===== src/logic/cpu_iface_defs.svh =====
// offsets, field positions and reset values of the processor interface output block
`ifndef CPU_IFACE_DEFS_SVH
`define CPU_IFACE_DEFS_SVH

// register byte offsets
`define OFF_CTRL    8'h00
`define OFF_GROUP   8'h04
`define OFF_STATUS  8'h08
`define OFF_ACK     8'h0c
`define OFF_APR     8'h10

// cpu_if_control field positions, secure view
`define CTL_G0EN    0
`define CTL_G1EN    1
`define CTL_FSEL    3
`define CTL_FOFF0   5
`define CTL_IOFF0   6
`define CTL_FOFF1   7
`define CTL_IOFF1   8

// cpu_if_control field positions, non-secure view
`define NS_G1EN     0
`define NS_FOFF1    5
`define NS_IOFF1    6

// status field positions
`define ST_IRQ      0
`define ST_FAST     1
`define ST_WIRQ     2
`define ST_WFAST    3
`define ST_PEND     4

// reset values and codes
`define CTL_RESET   7'h00
`define GROUP_RESET 32'h0000_0000
`define APR_RESET   32'h0000_0000
`define ACK_ID_W    5
`define ACK_NONE    32'h0000_03ff

`endif


===== src/logic/cpu_iface_pkg.sv =====
// types shared by the processor interface output block
package cpu_iface_pkg;
  `include "cpu_iface_defs.svh"

  // control bits steering the two request outputs
  typedef struct packed {
    logic irqOffG1;
    logic fastOffG1;
    logic irqOffG0;
    logic fastOffG0;
    logic grp0OnFastSel;
    logic grp1SignalEn;
    logic grp0SignalEn;
  } cpu_if_control_t;

  // acknowledge broadcast between processor interfaces
  typedef struct packed {
    logic                 valid;
    logic [`ACK_ID_W-1:0] id;
  } ack_bcast_t;

  // highest pending interrupt, enables not applied, seen by the output selection
  typedef struct packed {
    logic pending;
    logic grp1;
  } pend_info_t;
endpackage


===== src/logic/cpu_iface_irq_output_bypass.sv =====
// processor interface: request output selection, grouping, banking and acknowledge
//
// Our own choices: the placing of the registers and the strobed register port.
`timescale 1ns/100ps
`include "cpu_iface_defs.svh"
// Overview of operation
// - undriven irq follows legacy input unless irq bypass disable bits turn it off
// - irq driven by own logic per group enables and fast select, else deasserted
// - fast request driven by own logic when group 0 enable and fast select set
// - fast select on, group 0 off: fast bypass unless group 0 disable set
// - fast select off: fast bypass unless both fast disable bits set
// - wakeup signals come out of the output selection logic
// - wakeups stay available when signalling and bypass are both disabled
// - active priority state has secure and non-secure copies
// - out of reset all interrupts are group 0 and signalled on irq
// - each interrupt individually set to group 0 or group 1
// - interface can move group 0 signalling to the fast request
// - secure and non-secure accesses answered according to their state
// - some registers banked, copy chosen by access security state
// - some registers reachable by secure accesses only
// - remaining registers shared by both access states; non-secure acknowledge takes group 1 only
// - group 0 treated as secure, group 1 as non-secure
// - one interface per processor; security may exist on only some
// - software interrupts independent per processor; peripherals one-of-many
// - irq and fast request are active high at this level
// - peer acknowledge clears one-of-many pending, leaves software interrupts alone
module cpu_iface_irq_output_bypass #(
  parameter int          NUM_INTS    = 32,
  parameter int          SGI_COUNT   = 16,
  parameter int          APR_WIDTH   = 32,
  parameter logic        SECURITY_EN = 1'b1
) (
  // clock, reset, enable
  input  wire logic                    sys_clk,
  input  wire logic                    sys_rst,
  input  wire logic                    ce,
  // register port
  input  wire logic [7:0]              regAddr,
  input  wire logic [31:0]             regWdata,
  input  wire logic                    regWr,
  input  wire logic                    regRd,
  input  wire logic                    regNonSecure,
  output logic [31:0]                  regRdata,
  // interrupt sources and acknowledge broadcast
  input  wire logic [NUM_INTS-1:0]     intReq,
  input  wire cpu_iface_pkg::ack_bcast_t peerAck,
  output cpu_iface_pkg::ack_bcast_t    localAck,
  // legacy pins
  input  wire logic                    legacyIrq,
  input  wire logic                    legacyFast,
  // processor requests and wakeups
  output logic                         irqOut,
  output logic                         fastOut,
  output logic                         wakeIrq,
  output logic                         wakeFast
);
  // refuse configurations the id width or masks cannot serve
  if (NUM_INTS < 1 || NUM_INTS > 32 || SGI_COUNT < 0 || SGI_COUNT > NUM_INTS ||
      APR_WIDTH < 1 || APR_WIDTH > 32) begin : g_badcfg
    $error("cpu_iface_irq_output_bypass: unsupported parameters");
  end

  cpu_iface_pkg::cpu_if_control_t ctl_q;
  cpu_iface_pkg::pend_info_t      topInfo;
  logic [NUM_INTS-1:0]            group_q;
  logic [NUM_INTS-1:0]            pend_q;
  logic [APR_WIDTH-1:0]           aprS_q;
  logic [APR_WIDTH-1:0]           aprNs_q;
  logic                           legIrqMeta_q, legIrq_q;
  logic                           legFastMeta_q, legFast_q;
  logic                           isNs;
  logic [NUM_INTS-1:0]            ackMask;
  logic                           ackHit, ackTake;
  logic [`ACK_ID_W-1:0]           ackId, topId;
  logic                           wrCtrl, wrGroup, wrApr;
  logic [31:0]                    rdValue;
  logic [31:0]                    ctlView;

  // index of the lowest set bit, which stands in for highest priority here
  function automatic logic [`ACK_ID_W-1:0] firstSet(input logic [NUM_INTS-1:0] v);
    int i;
    firstSet = '0;
    for (i = NUM_INTS - 1; i >= 0; i--) begin
      if (v[i]) begin
        firstSet = i[`ACK_ID_W-1:0];
      end
    end
  endfunction

  // access security state; without security every access acts as secure
  assign isNs = SECURITY_EN & regNonSecure;

  // write decode
  always_comb begin
    wrCtrl  = 1'b0;
    wrGroup = 1'b0;
    wrApr   = 1'b0;
    if (regWr && regAddr == `OFF_CTRL) begin
      wrCtrl = 1'b1;
    end else if (regWr && regAddr == `OFF_GROUP) begin
      wrGroup = ~isNs;
    end else if (regWr && regAddr == `OFF_APR) begin
      wrApr = 1'b1;
    end
  end

  // legacy pins cross two flip-flops before use
  always_ff @(posedge sys_clk) begin
    if (sys_rst) begin
      legIrqMeta_q  <= 1'b0;
      legIrq_q      <= 1'b0;
      legFastMeta_q <= 1'b0;
      legFast_q     <= 1'b0;
    end else if (ce) begin
      legIrqMeta_q  <= legacyIrq;
      legIrq_q      <= legIrqMeta_q;
      legFastMeta_q <= legacyFast;
      legFast_q     <= legFastMeta_q;
    end
  end

  // control register: non-secure sees and writes only the group 1 bits
  always_ff @(posedge sys_clk) begin
    if (sys_rst) begin
      ctl_q <= cpu_iface_pkg::cpu_if_control_t'(`CTL_RESET);
    end else if (ce && wrCtrl) begin
      if (isNs) begin
        ctl_q.grp1SignalEn <= regWdata[`NS_G1EN];
        ctl_q.fastOffG1    <= regWdata[`NS_FOFF1];
        ctl_q.irqOffG1     <= regWdata[`NS_IOFF1];
      end else begin
        ctl_q.grp0SignalEn  <= regWdata[`CTL_G0EN];
        ctl_q.grp1SignalEn  <= regWdata[`CTL_G1EN];
        ctl_q.grp0OnFastSel <= regWdata[`CTL_FSEL];
        ctl_q.fastOffG0     <= regWdata[`CTL_FOFF0];
        ctl_q.irqOffG0      <= regWdata[`CTL_IOFF0];
        ctl_q.fastOffG1     <= regWdata[`CTL_FOFF1];
        ctl_q.irqOffG1      <= regWdata[`CTL_IOFF1];
      end
    end
  end

  // per-interrupt group bits, secure access only
  always_ff @(posedge sys_clk) begin
    if (sys_rst) begin
      group_q <= NUM_INTS'(`GROUP_RESET);
    end else if (ce && wrGroup) begin
      group_q <= regWdata[NUM_INTS-1:0];
    end
  end

  // banked active priority copies
  always_ff @(posedge sys_clk) begin
    if (sys_rst) begin
      aprS_q  <= APR_WIDTH'(`APR_RESET);
      aprNs_q <= APR_WIDTH'(`APR_RESET);
    end else if (ce && wrApr) begin
      if (isNs) begin
        aprNs_q <= regWdata[APR_WIDTH-1:0];
      end else begin
        aprS_q  <= regWdata[APR_WIDTH-1:0];
      end
    end
  end

  // acknowledge selection: non-secure reads take group 1 only
  always_comb begin
    ackMask = isNs ? (pend_q & group_q) : pend_q;
    ackHit  = |ackMask;
    ackId   = firstSet(ackMask);
    ackTake = ce & regRd & (regAddr == `OFF_ACK) & ackHit;
    topId   = firstSet(pend_q);
    topInfo.pending = |pend_q;
    topInfo.grp1    = group_q[topId];
  end

  // pending state per interrupt; a new request beats any clear
  for (genvar g = 0; g < NUM_INTS; g++) begin : g_pend
    logic clrLocal, clrPeer;
    assign clrLocal = ackTake && (ackId == `ACK_ID_W'(g));
    assign clrPeer  = peerAck.valid && (peerAck.id == `ACK_ID_W'(g)) &&
                      (g >= SGI_COUNT);
    always_ff @(posedge sys_clk) begin
      if (sys_rst) begin
        pend_q[g] <= 1'b0;
      end else if (ce) begin
        if (intReq[g]) begin
          pend_q[g] <= 1'b1;
        end else if (clrLocal || clrPeer) begin
          pend_q[g] <= 1'b0;
        end
      end
    end
  end

  // broadcast our acknowledge to the other interfaces
  always_ff @(posedge sys_clk) begin
    if (sys_rst) begin
      localAck <= '0;
    end else if (ce) begin
      localAck.valid <= ackTake;
      localAck.id    <= ackId;
    end
  end

  // control register view by access state
  always_comb begin
    ctlView = '0;
    if (isNs) begin
      ctlView[`NS_G1EN]  = ctl_q.grp1SignalEn;
      ctlView[`NS_FOFF1] = ctl_q.fastOffG1;
      ctlView[`NS_IOFF1] = ctl_q.irqOffG1;
    end else begin
      ctlView[`CTL_G0EN]  = ctl_q.grp0SignalEn;
      ctlView[`CTL_G1EN]  = ctl_q.grp1SignalEn;
      ctlView[`CTL_FSEL]  = ctl_q.grp0OnFastSel;
      ctlView[`CTL_FOFF0] = ctl_q.fastOffG0;
      ctlView[`CTL_IOFF0] = ctl_q.irqOffG0;
      ctlView[`CTL_FOFF1] = ctl_q.fastOffG1;
      ctlView[`CTL_IOFF1] = ctl_q.irqOffG1;
    end
  end

  // read decode; unmapped addresses read zero
  always_comb begin
    rdValue = '0;
    if (regAddr == `OFF_CTRL) begin
      rdValue = ctlView;
    end else if (regAddr == `OFF_GROUP) begin
      rdValue[NUM_INTS-1:0] = isNs ? '0 : group_q;
    end else if (regAddr == `OFF_STATUS) begin
      rdValue[`ST_IRQ]   = irqOut;
      rdValue[`ST_FAST]  = fastOut;
      rdValue[`ST_WIRQ]  = wakeIrq;
      rdValue[`ST_WFAST] = wakeFast;
      rdValue[`ST_PEND]  = topInfo.pending;
    end else if (regAddr == `OFF_ACK) begin
      rdValue = ackHit ? {{(32-`ACK_ID_W){1'b0}}, ackId} : `ACK_NONE;
    end else if (regAddr == `OFF_APR) begin
      rdValue[APR_WIDTH-1:0] = isNs ? aprNs_q : aprS_q;
    end
  end

  // read data stand for exactly the cycle after the strobe
  always_ff @(posedge sys_clk) begin
    if (sys_rst) begin
      regRdata <= '0;
    end else if (ce) begin
      regRdata <= regRd ? rdValue : '0;
    end
  end

  // output selection and wakeups
  irq_out_select u_sel (
    .sys_clk  (sys_clk),
    .sys_rst  (sys_rst),
    .ce       (ce),
    .ctl      (ctl_q),
    .topPend  (topInfo),
    .legIrq   (legIrq_q),
    .legFast  (legFast_q),
    .irqOut   (irqOut),
    .fastOut  (fastOut),
    .wakeIrq  (wakeIrq),
    .wakeFast (wakeFast)
  );
endmodule


===== src/logic/irq_out_select.sv =====
// output selection for irq and fast request: own logic, legacy bypass or deasserted
`timescale 1ns/100ps
`include "cpu_iface_defs.svh"
module irq_out_select (
  // clock, reset, enable
  input  wire logic                          sys_clk,
  input  wire logic                          sys_rst,
  input  wire logic                          ce,
  // control and state
  input  wire cpu_iface_pkg::cpu_if_control_t ctl,
  input  wire cpu_iface_pkg::pend_info_t      topPend,
  input  wire logic                          legIrq,
  input  wire logic                          legFast,
  // request and wakeup outputs
  output logic                               irqOut,
  output logic                               fastOut,
  output logic                               wakeIrq,
  output logic                               wakeFast
);
  logic irqDriven, irqOwn, irqBypOff, irqD;
  logic fastDriven, fastOwn, fastBypOff, fastD;
  logic wakeIrqD, wakeFastD;

  // combinational choice of source for each output
  always_comb begin
    irqDriven  = ctl.grp1SignalEn | (ctl.grp0SignalEn & ~ctl.grp0OnFastSel);
    irqOwn     = topPend.pending & (topPend.grp1 ? ctl.grp1SignalEn
                 : (ctl.grp0SignalEn & ~ctl.grp0OnFastSel));
    irqBypOff  = ctl.irqOffG1 & (~ctl.grp0OnFastSel | ctl.irqOffG0);
    irqD       = irqDriven ? irqOwn : (~irqBypOff & legIrq);
    fastDriven = ctl.grp0SignalEn & ctl.grp0OnFastSel;
    fastOwn    = topPend.pending & ~topPend.grp1;
    fastBypOff = ctl.grp0OnFastSel ? ctl.fastOffG0
                 : (ctl.fastOffG0 & ctl.fastOffG1);
    fastD      = fastDriven ? fastOwn : (~fastBypOff & legFast);
    // wakeups ignore enables and bypass disables
    wakeIrqD   = legIrq | (topPend.pending & (topPend.grp1 | ~ctl.grp0OnFastSel));
    wakeFastD  = legFast | (topPend.pending & ~topPend.grp1 & ctl.grp0OnFastSel);
  end

  // one register stage keeps the outputs glitch free
  always_ff @(posedge sys_clk) begin
    if (sys_rst) begin
      irqOut   <= 1'b0;
      fastOut  <= 1'b0;
      wakeIrq  <= 1'b0;
      wakeFast <= 1'b0;
    end else if (ce) begin
      irqOut   <= irqD;
      fastOut  <= fastD;
      wakeIrq  <= wakeIrqD;
      wakeFast <= wakeFastD;
    end
  end
endmodule


===== config.mk =====
export PLATFORM = sky130hd
export DESIGN_NAME = cpu_iface_irq_output_bypass
export DESIGN_NICKNAME = d
export VERILOG_FILES = /design/src/logic/cpu_iface_pkg.sv /design/src/logic/cpu_iface_irq_output_bypass.sv /design/src/logic/irq_out_select.sv
export VERILOG_INCLUDE_DIRS = /design/src /design/src/logic
export SDC_FILE = /design/constraint.sdc
export NUM_CORES = 1
export LEC_CHECK = 0
export BUFFER_PORTS_ARGS = -buffer_cell sky130_fd_sc_hd__buf_2
export CAP_MARGIN = 20
export CORE_MARGIN = 3
export CORE_UTILIZATION = 60
export CTS_CLUSTER_SIZE = 24
export DETAILED_ROUTE_END_ITERATION = 7
export PLACE_DENSITY_LB_ADDON = 0.12
export SLEW_MARGIN = 30
export SYNTH_ARGS = -nofsm -noshare
export SYNTH_HDL_FRONTEND = slang
export SYNTH_SLANG_ARGS = --single-unit

===== constraint.sdc =====
create_clock -name sys_clk -period 7 [get_ports sys_clk]
set_clock_uncertainty 0.05 [all_clocks]
set_input_delay 0 -clock sys_clk [delete_from_list [all_inputs] [get_ports sys_clk]]
set_output_delay 0 -clock sys_clk [all_outputs]
set_load 0.005 [all_outputs]

== Word-level counts from Yosys, hierarchy flattened ==
Index checks and enable logic that the tools add are counted.

* Bitwise gates (word level): 24
* Equality and inequality tests: 51
* Reductions and logical operators: 141
* Magnitude comparators: 1
* Multiplexer cells: 158

{| class="wikitable"
|+ Operator list
! operator !! number
|-
| two-way mux 5 bit || 65
|-
| two-way mux 32 bit || 8
|-
| equality test 5 bit (second input constant) || 32
|-
| two-way mux 1 bit || 79
|-
| AND reduction 2 bit || 35
|-
| nonzero test 2 bit || 32
|-
| OR reduction 32 bit || 2
|-
| logical AND 1 bit || 54
|-
| equality test 5 x 4 -> 1 bit (second input constant) || 8
|-
| AND 32 bit || 1
|-
| two-way mux 27 bit || 1
|-
| equality test 5 x 3 -> 1 bit (second input constant) || 4
|-
| equality test 8 x 4 -> 1 bit (second input constant) || 2
|-
| logical OR 1 bit || 16
|-
| AND 1 bit || 13
|-
| equality test 5 x 2 -> 1 bit (second input constant) || 2
|-
| two-way mux 10 bit || 1
|-
| equality test 8 x 3 -> 1 bit (second input constant) || 1
|-
| equality test 8 x 5 -> 1 bit (second input constant) || 1
|-
| zero test 8 bit || 1
|-
| < comparator 5 x 6 -> 1 bit (second input constant) || 1
|-
| two-way mux 2 bit || 3
|-
| binary-select mux 1 bit (select 5 bit) || 1
|-
| equality test 5 x 1 -> 1 bit (second input constant) || 1
|-
| other kinds (3) || 11
|}

* Output and inout bits: 42
* Input bits: 86
* Word-level logic and storage cells: 428
* Register bits after elaboration: 181

== Depth between registers and ports, before layout ==
* Word-level depth: 40
* Mapped depth: 13
* Mapped depth without buffers: 10

== Hierarchy ==
A second synthesis with hierarchy kept.

* Cell total of the unflattened synthesis: 1200
* Area, all modules: 9185.1 µm²

{| class="wikitable"
|+ Modules (own cells, without submodules)
! module !! area an instance (µm²) !! seq. area each (µm²) !! instances !! cells each
|-
| cpu_iface_irq_output_bypass || 8968.6 || 3543.4 || 1 || 1173
|-
| irq_out_select || 216.5 || 80.1 || 1 || 27
|}

== Least setup slack after synthesis ==
OpenSTA, ideal clock, no wires.

* Path type: reg-to-reg
* Start: register pend_q[26]
* End: register u_sel.wakeIrq
* Stages on the path, launching flop included: 11
* Data arrival time: 2617 ps
* Path buffers: 1
* Setup slack: 4214 ps
* Period minus slack after synthesis: 2786 ps
* Setup time: 120 ps
* Required time: 6830 ps
* Cell sequence: dfxtp_1 -> buf_6 -> or4_1 -> o211ai_1 -> nand3_1 -> a21boi_2 -> mux4_2 -> mux2_4 -> o211ai_4 -> a31oi_1 -> o31a_1

* Longest elaborated chain between the ends: 32
* Elaborated cells on any way between the ends: 33
* Those cells by class: 29 x mux; 3 x bitwise; 1 x reduce/logical

{| class="wikitable"
|+ Ends and longest elaborated chain
! what !! RTL line !! RTL
|-
| start: declaration || cpu_iface_irq_output_bypass.sv:66 || <nowiki>logic [NUM_INTS-1:0] pend_q;</nowiki>
|-
| start signal: indexed assignment || cpu_iface_irq_output_bypass.sv:185 || <nowiki>pend_q[g] <= 1'b0;</nowiki>
|-
| start signal: indexed assignment || cpu_iface_irq_output_bypass.sv:188 || <nowiki>pend_q[g] <= 1'b1;</nowiki>
|-
| start signal: indexed assignment || cpu_iface_irq_output_bypass.sv:190 || <nowiki>pend_q[g] <= 1'b0;</nowiki>
|-
| two-way mux 5 bit (27 in series) || cpu_iface_irq_output_bypass.sv:84 || <nowiki>if (v[i]) begin</nowiki>
|-
| binary-select mux 1 bit (select 5 bit) || cpu_iface_irq_output_bypass.sv:174 || <nowiki>topInfo.grp1 = group_q[topId];</nowiki>
|-
| two-way mux 1 bit (not written as such) || cpu_iface_irq_output_bypass.sv:174 ||
|-
| OR 1 bit || irq_out_select.sv:37 || <nowiki>wakeIrqD = legIrq | (topPend.pending & (topPend.grp1 | ~ctl.grp0OnFastSel));</nowiki>
|-
| AND 1 bit (*) || irq_out_select.sv:37 ||
|-
| OR 1 bit (*) || irq_out_select.sv:37 ||
|-
| end signal: assignment || irq_out_select.sv:51 || <nowiki>wakeIrq <= wakeIrqD;</nowiki>
|-
| end: declaration || irq_out_select.sv:17 || <nowiki>output logic wakeIrq,</nowiki>
|}

Every way passes the cells marked *; elsewhere a longest branch is shown, timed or not. The select of a mux whose other input is x is not followed.
A chain may end at the register's enable or synchronous reset.

== Final worst setup path ==
* Start: input port regNonSecure
* End: register regRdata[6]

* Longest elaborated chain between the ends: 8
* Elaborated cells on any way between the ends: 12
* Those cells by class: 11 x mux; 1 x reduce/logical

{| class="wikitable"
|+ Ends and longest elaborated chain
! what !! RTL line !! RTL
|-
| start: declaration || cpu_iface_irq_output_bypass.sv:42 || <nowiki>input wire logic regNonSecure,</nowiki>
|-
| two-way mux 32 bit || cpu_iface_irq_output_bypass.sv:168 || <nowiki>ackMask = isNs ? (pend_q & group_q) : pend_q;</nowiki>
|-
| OR reduction 32 bit || cpu_iface_irq_output_bypass.sv:169 || <nowiki>ackHit = |ackMask;</nowiki>
|-
| two-way mux 10 bit (no source line) || -- ||
|-
| two-way mux 32 bit || cpu_iface_irq_output_bypass.sv:237 || <nowiki>end else if (regAddr == `OFF_ACK) begin</nowiki>
|-
| two-way mux 27 bit || cpu_iface_irq_output_bypass.sv:231 || <nowiki>end else if (regAddr == `OFF_STATUS) begin</nowiki>
|-
| two-way mux 32 bit || cpu_iface_irq_output_bypass.sv:229 || <nowiki>end else if (regAddr == `OFF_GROUP) begin</nowiki>
|-
| two-way mux 32 bit (*) || cpu_iface_irq_output_bypass.sv:227 || <nowiki>if (regAddr == `OFF_CTRL) begin</nowiki>
|-
| two-way mux 32 bit (*) || cpu_iface_irq_output_bypass.sv:249 || <nowiki>regRdata <= regRd ? rdValue : '0;</nowiki>
|-
| end signal: assignment || cpu_iface_irq_output_bypass.sv:249 ||
|-
| end: declaration || cpu_iface_irq_output_bypass.sv:43 || <nowiki>output logic [31:0] regRdata,</nowiki>
|}

Every way passes the cells marked *; elsewhere a longest branch is shown, timed or not.

==> out/results.ini <==
[critical_path]
crit_path_start=regNonSecure
startpoint_type=input port
cp_slowest_stage_delay_ps=640
crit_slowest_cell=nor4b_2
r2r-start=pend_q[14]
crit_chain=buf_2 -> buf_4 -> inv_2 -> o21ai_0 -> nand4_1 -> nor4b_2 -> and3_1 -> nand2_1 -> a21o_1 -> o22ai_1 -> nand3_1 -> a21oi_1
cp.arrival_ps=3820
path_buf_inv=3
critPathMaxFanout=36
end_kind=flip-flop
crit_family=simple AND/OR/NAND/NOR gates
criticalPathCategory=input port to flip-flop
critPathRequiredTime_ps=7320

[routing]
drc=21
viasPerCell=6.21
ant_nets=0
via_count=9547
drt-initial-drc-count=923
drt-total-wl_mm=29.0
wire_per_inst_um=18.8
first_pass_iters=8

[synth]
ys_seq_elements=181
ys_async_sr_fraction_pct=0
synth_cells=1193
ys_seq_area_share_pct=39.8
yosys_most_used_dff=dfxtp_1
ys_types=70
synth_edf_count=0
synth.avg_cell_area_um2=7.62
syn-num-nets=1279
synth_area_mm2=0.00909
yosysWarnings=0

[clock_network]
numCtsBuffers=17
clk_pin_slew_ps=80
postCtsResizedCells=0
cts_tree=done
cts_setup_buffers=0
clk_path_buf_depth=2
clock-sinks=181
cts-htree-levels=4
ctsRootBufferMaster=clkbuf_16
clkLatencyLatePin_ps=440

[floorplanning]
start_util_pct=61.9
fp-row-count=44
die_h_um=129
core-area_mm2=0.0147
ioPinCount=128
die_width_um=129
dieArea_mm2=0.0167

[place]
port_buffers=127
place_hpwl_mm=18.8
place.gp.congestion=0.941

[timing]
maxSlewViolCount=0
tightest_slew_ps=940
setup_violations=0
period_minus_slack_ps=3500
tns_ps=0
max_slew_margin_pct=37.3
rsz0062_at_grt=no
fin_crit_sh_pct=50.0
hold_viol_final=0
fmax_ghz=0.286

[final_layout]
nNetsFinal=1428
drive_gt1_share_pct=14.7
area_growth_pct=21.6
fillCellCount=1116
multi_input_area_mm2=0.00510
final_cell_mix=276 x nand2_1, 181 x dfxtp_1, 157 x a21oi_1, 126 x buf_2, 98 x nor2_1
diodes=0
final_common_cell=nand2_1
regArea_mm2=0.00362

[worst_hold_path]
hold_path.class=input port to flip-flop
worstHoldStart=peerAck[1]

[run]
cap_violations=0

[grt]
grt.overflow.total=0
gr-usage-all-layers_pct=34.3
grt_first_pass_wirelength_mm=45.8
antenna_found_initial=0
grt_pass1_vias=8975
grt_max_degree=103

[power]
seqPwrFrac_pct=44.7
finalPower_mw=2.43
power_density_mw_per_mm2=220
cellLeakagePower_nw=4.14
internal_power_mw=1.73
total_switching_power_uw=703
power_frac_clock_pct=41.6
p_sw_share_pct=28.9
vdd_drop_max_mv=0.173
p_comb_share_pct=13.8

[run_status]
violations=DRC
status=complete, but fails checks

-- cell usage after synthesis (8+ instances only) --
| master | count | area (um^2) |
|---|---|---|
| nand2b_1 | 23 | 144 |
| a21oi_1 | 157 | 786 |
| o21ai_1 | 18 | 90.1 |
| inv_1 | 19 | 71.3 |
| nor3_1 | 14 | 70.1 |
| clkbuf_1 | 62 | 233 |
| nand4_1 | 10 | 62.6 |
| nor4_1 | 10 | 62.6 |
| nor2b_1 | 8 | 50.1 |
| o31ai_1 | 11 | 82.6 |
| dfxtp_1 | 181 | 3620 |
| mux2i_1 | 42 | 420 |
| o21ai_0 | 55 | 275 |
| nand2_1 | 277 | 1040 |
| nor2_1 | 99 | 372 |
| nand3_1 | 13 | 65.1 |
| a22oi_1 | 60 | 450 |
-- cells by family after synthesis --
group | share of synthesized area (%)
and+or+nand+nor | 22.5
AOI/OAI and AO/OA | 26.2
DFF | 39.8
buffers and inverters | 4.38
muxes | 7.02
-- power by group through the flow --
stage | Combinational, mW | Clock (mW) | Sequential, mW
floorplan | 0.208 | 0 | 1.09
global placement | 0.293 | 0 | 1.11
detailed placement | 0.295 | 0 | 1.11
CTS | 0.326 | 1.01 | 1.08
global route | 0.362 | 1.05 | 1.09
finish | 0.334 | 1.01 | 1.09
-- metal layers --
metal | track usage (%) | vias up | share of wire (%)
li1 | - | 4546 | -
met1 | 47.0 | 4446 | 43
met2 | 53.7 | 487 | 45
met3 | 6.80 | 68 | 8.7
met4 | 13.0 | 0 | 3.0
met5 | 0 | - | 0
-- path summary, 6_finish.rpt --
path         slack [ps]  cells past startpoint            end
max                3500                     12    regRdata[6]
min reg2reg         400                      2      aprS_q[6]
min                  30                      4     pend_q[24]
max reg2reg        3640                      9  u_sel.wakeIrq
-- flip-flops by register name (all words and copies together), names as in the netlist, 6 cells and up --
name      cells
pend_q       32
localAck      6
ctl_q         7
aprNs_q      32
group_q      32
regRdata     32
aprS_q       32
-- metrics by stage --
stage	instance area, um^2	hold WS [ps]	worst slack, ps	std cells	utilization [%]
after global placement	9750	187	3210	1440	66.4
after floorplan	9090	86.0	4210	1193	-
after CTS	11000	5.84	3640	1538	75.1
after global routing	11100	75.3	3180	1538	75.2
final	11100	25.9	3500	1538	75.2
after detailed placement	9760	203	3190	1440	66.4
-- worst register-to-register path, delay by kind of cell, from the launching register on --
kind	cells	cell delay, ps
compound gates	6	1780
mux	2	900
flops	1	460
simple gates	1	70
-- final cells by class --
class	instances	area share [%]
clock buffer	17	3.85
multi-input combinational	914	46.1
inverter	21	0.713
sequential	181	32.8
tap	184	2.08
clock inverter	14	1.71
timing repair buffer	207	12.8
-- what timing repair did --
item	in CTS	in global routing
setup endpoints to repair	0	0
hold buffers	67	0
endpoints found under the hold margin	139	0
(Power assumes the default switching activity.)
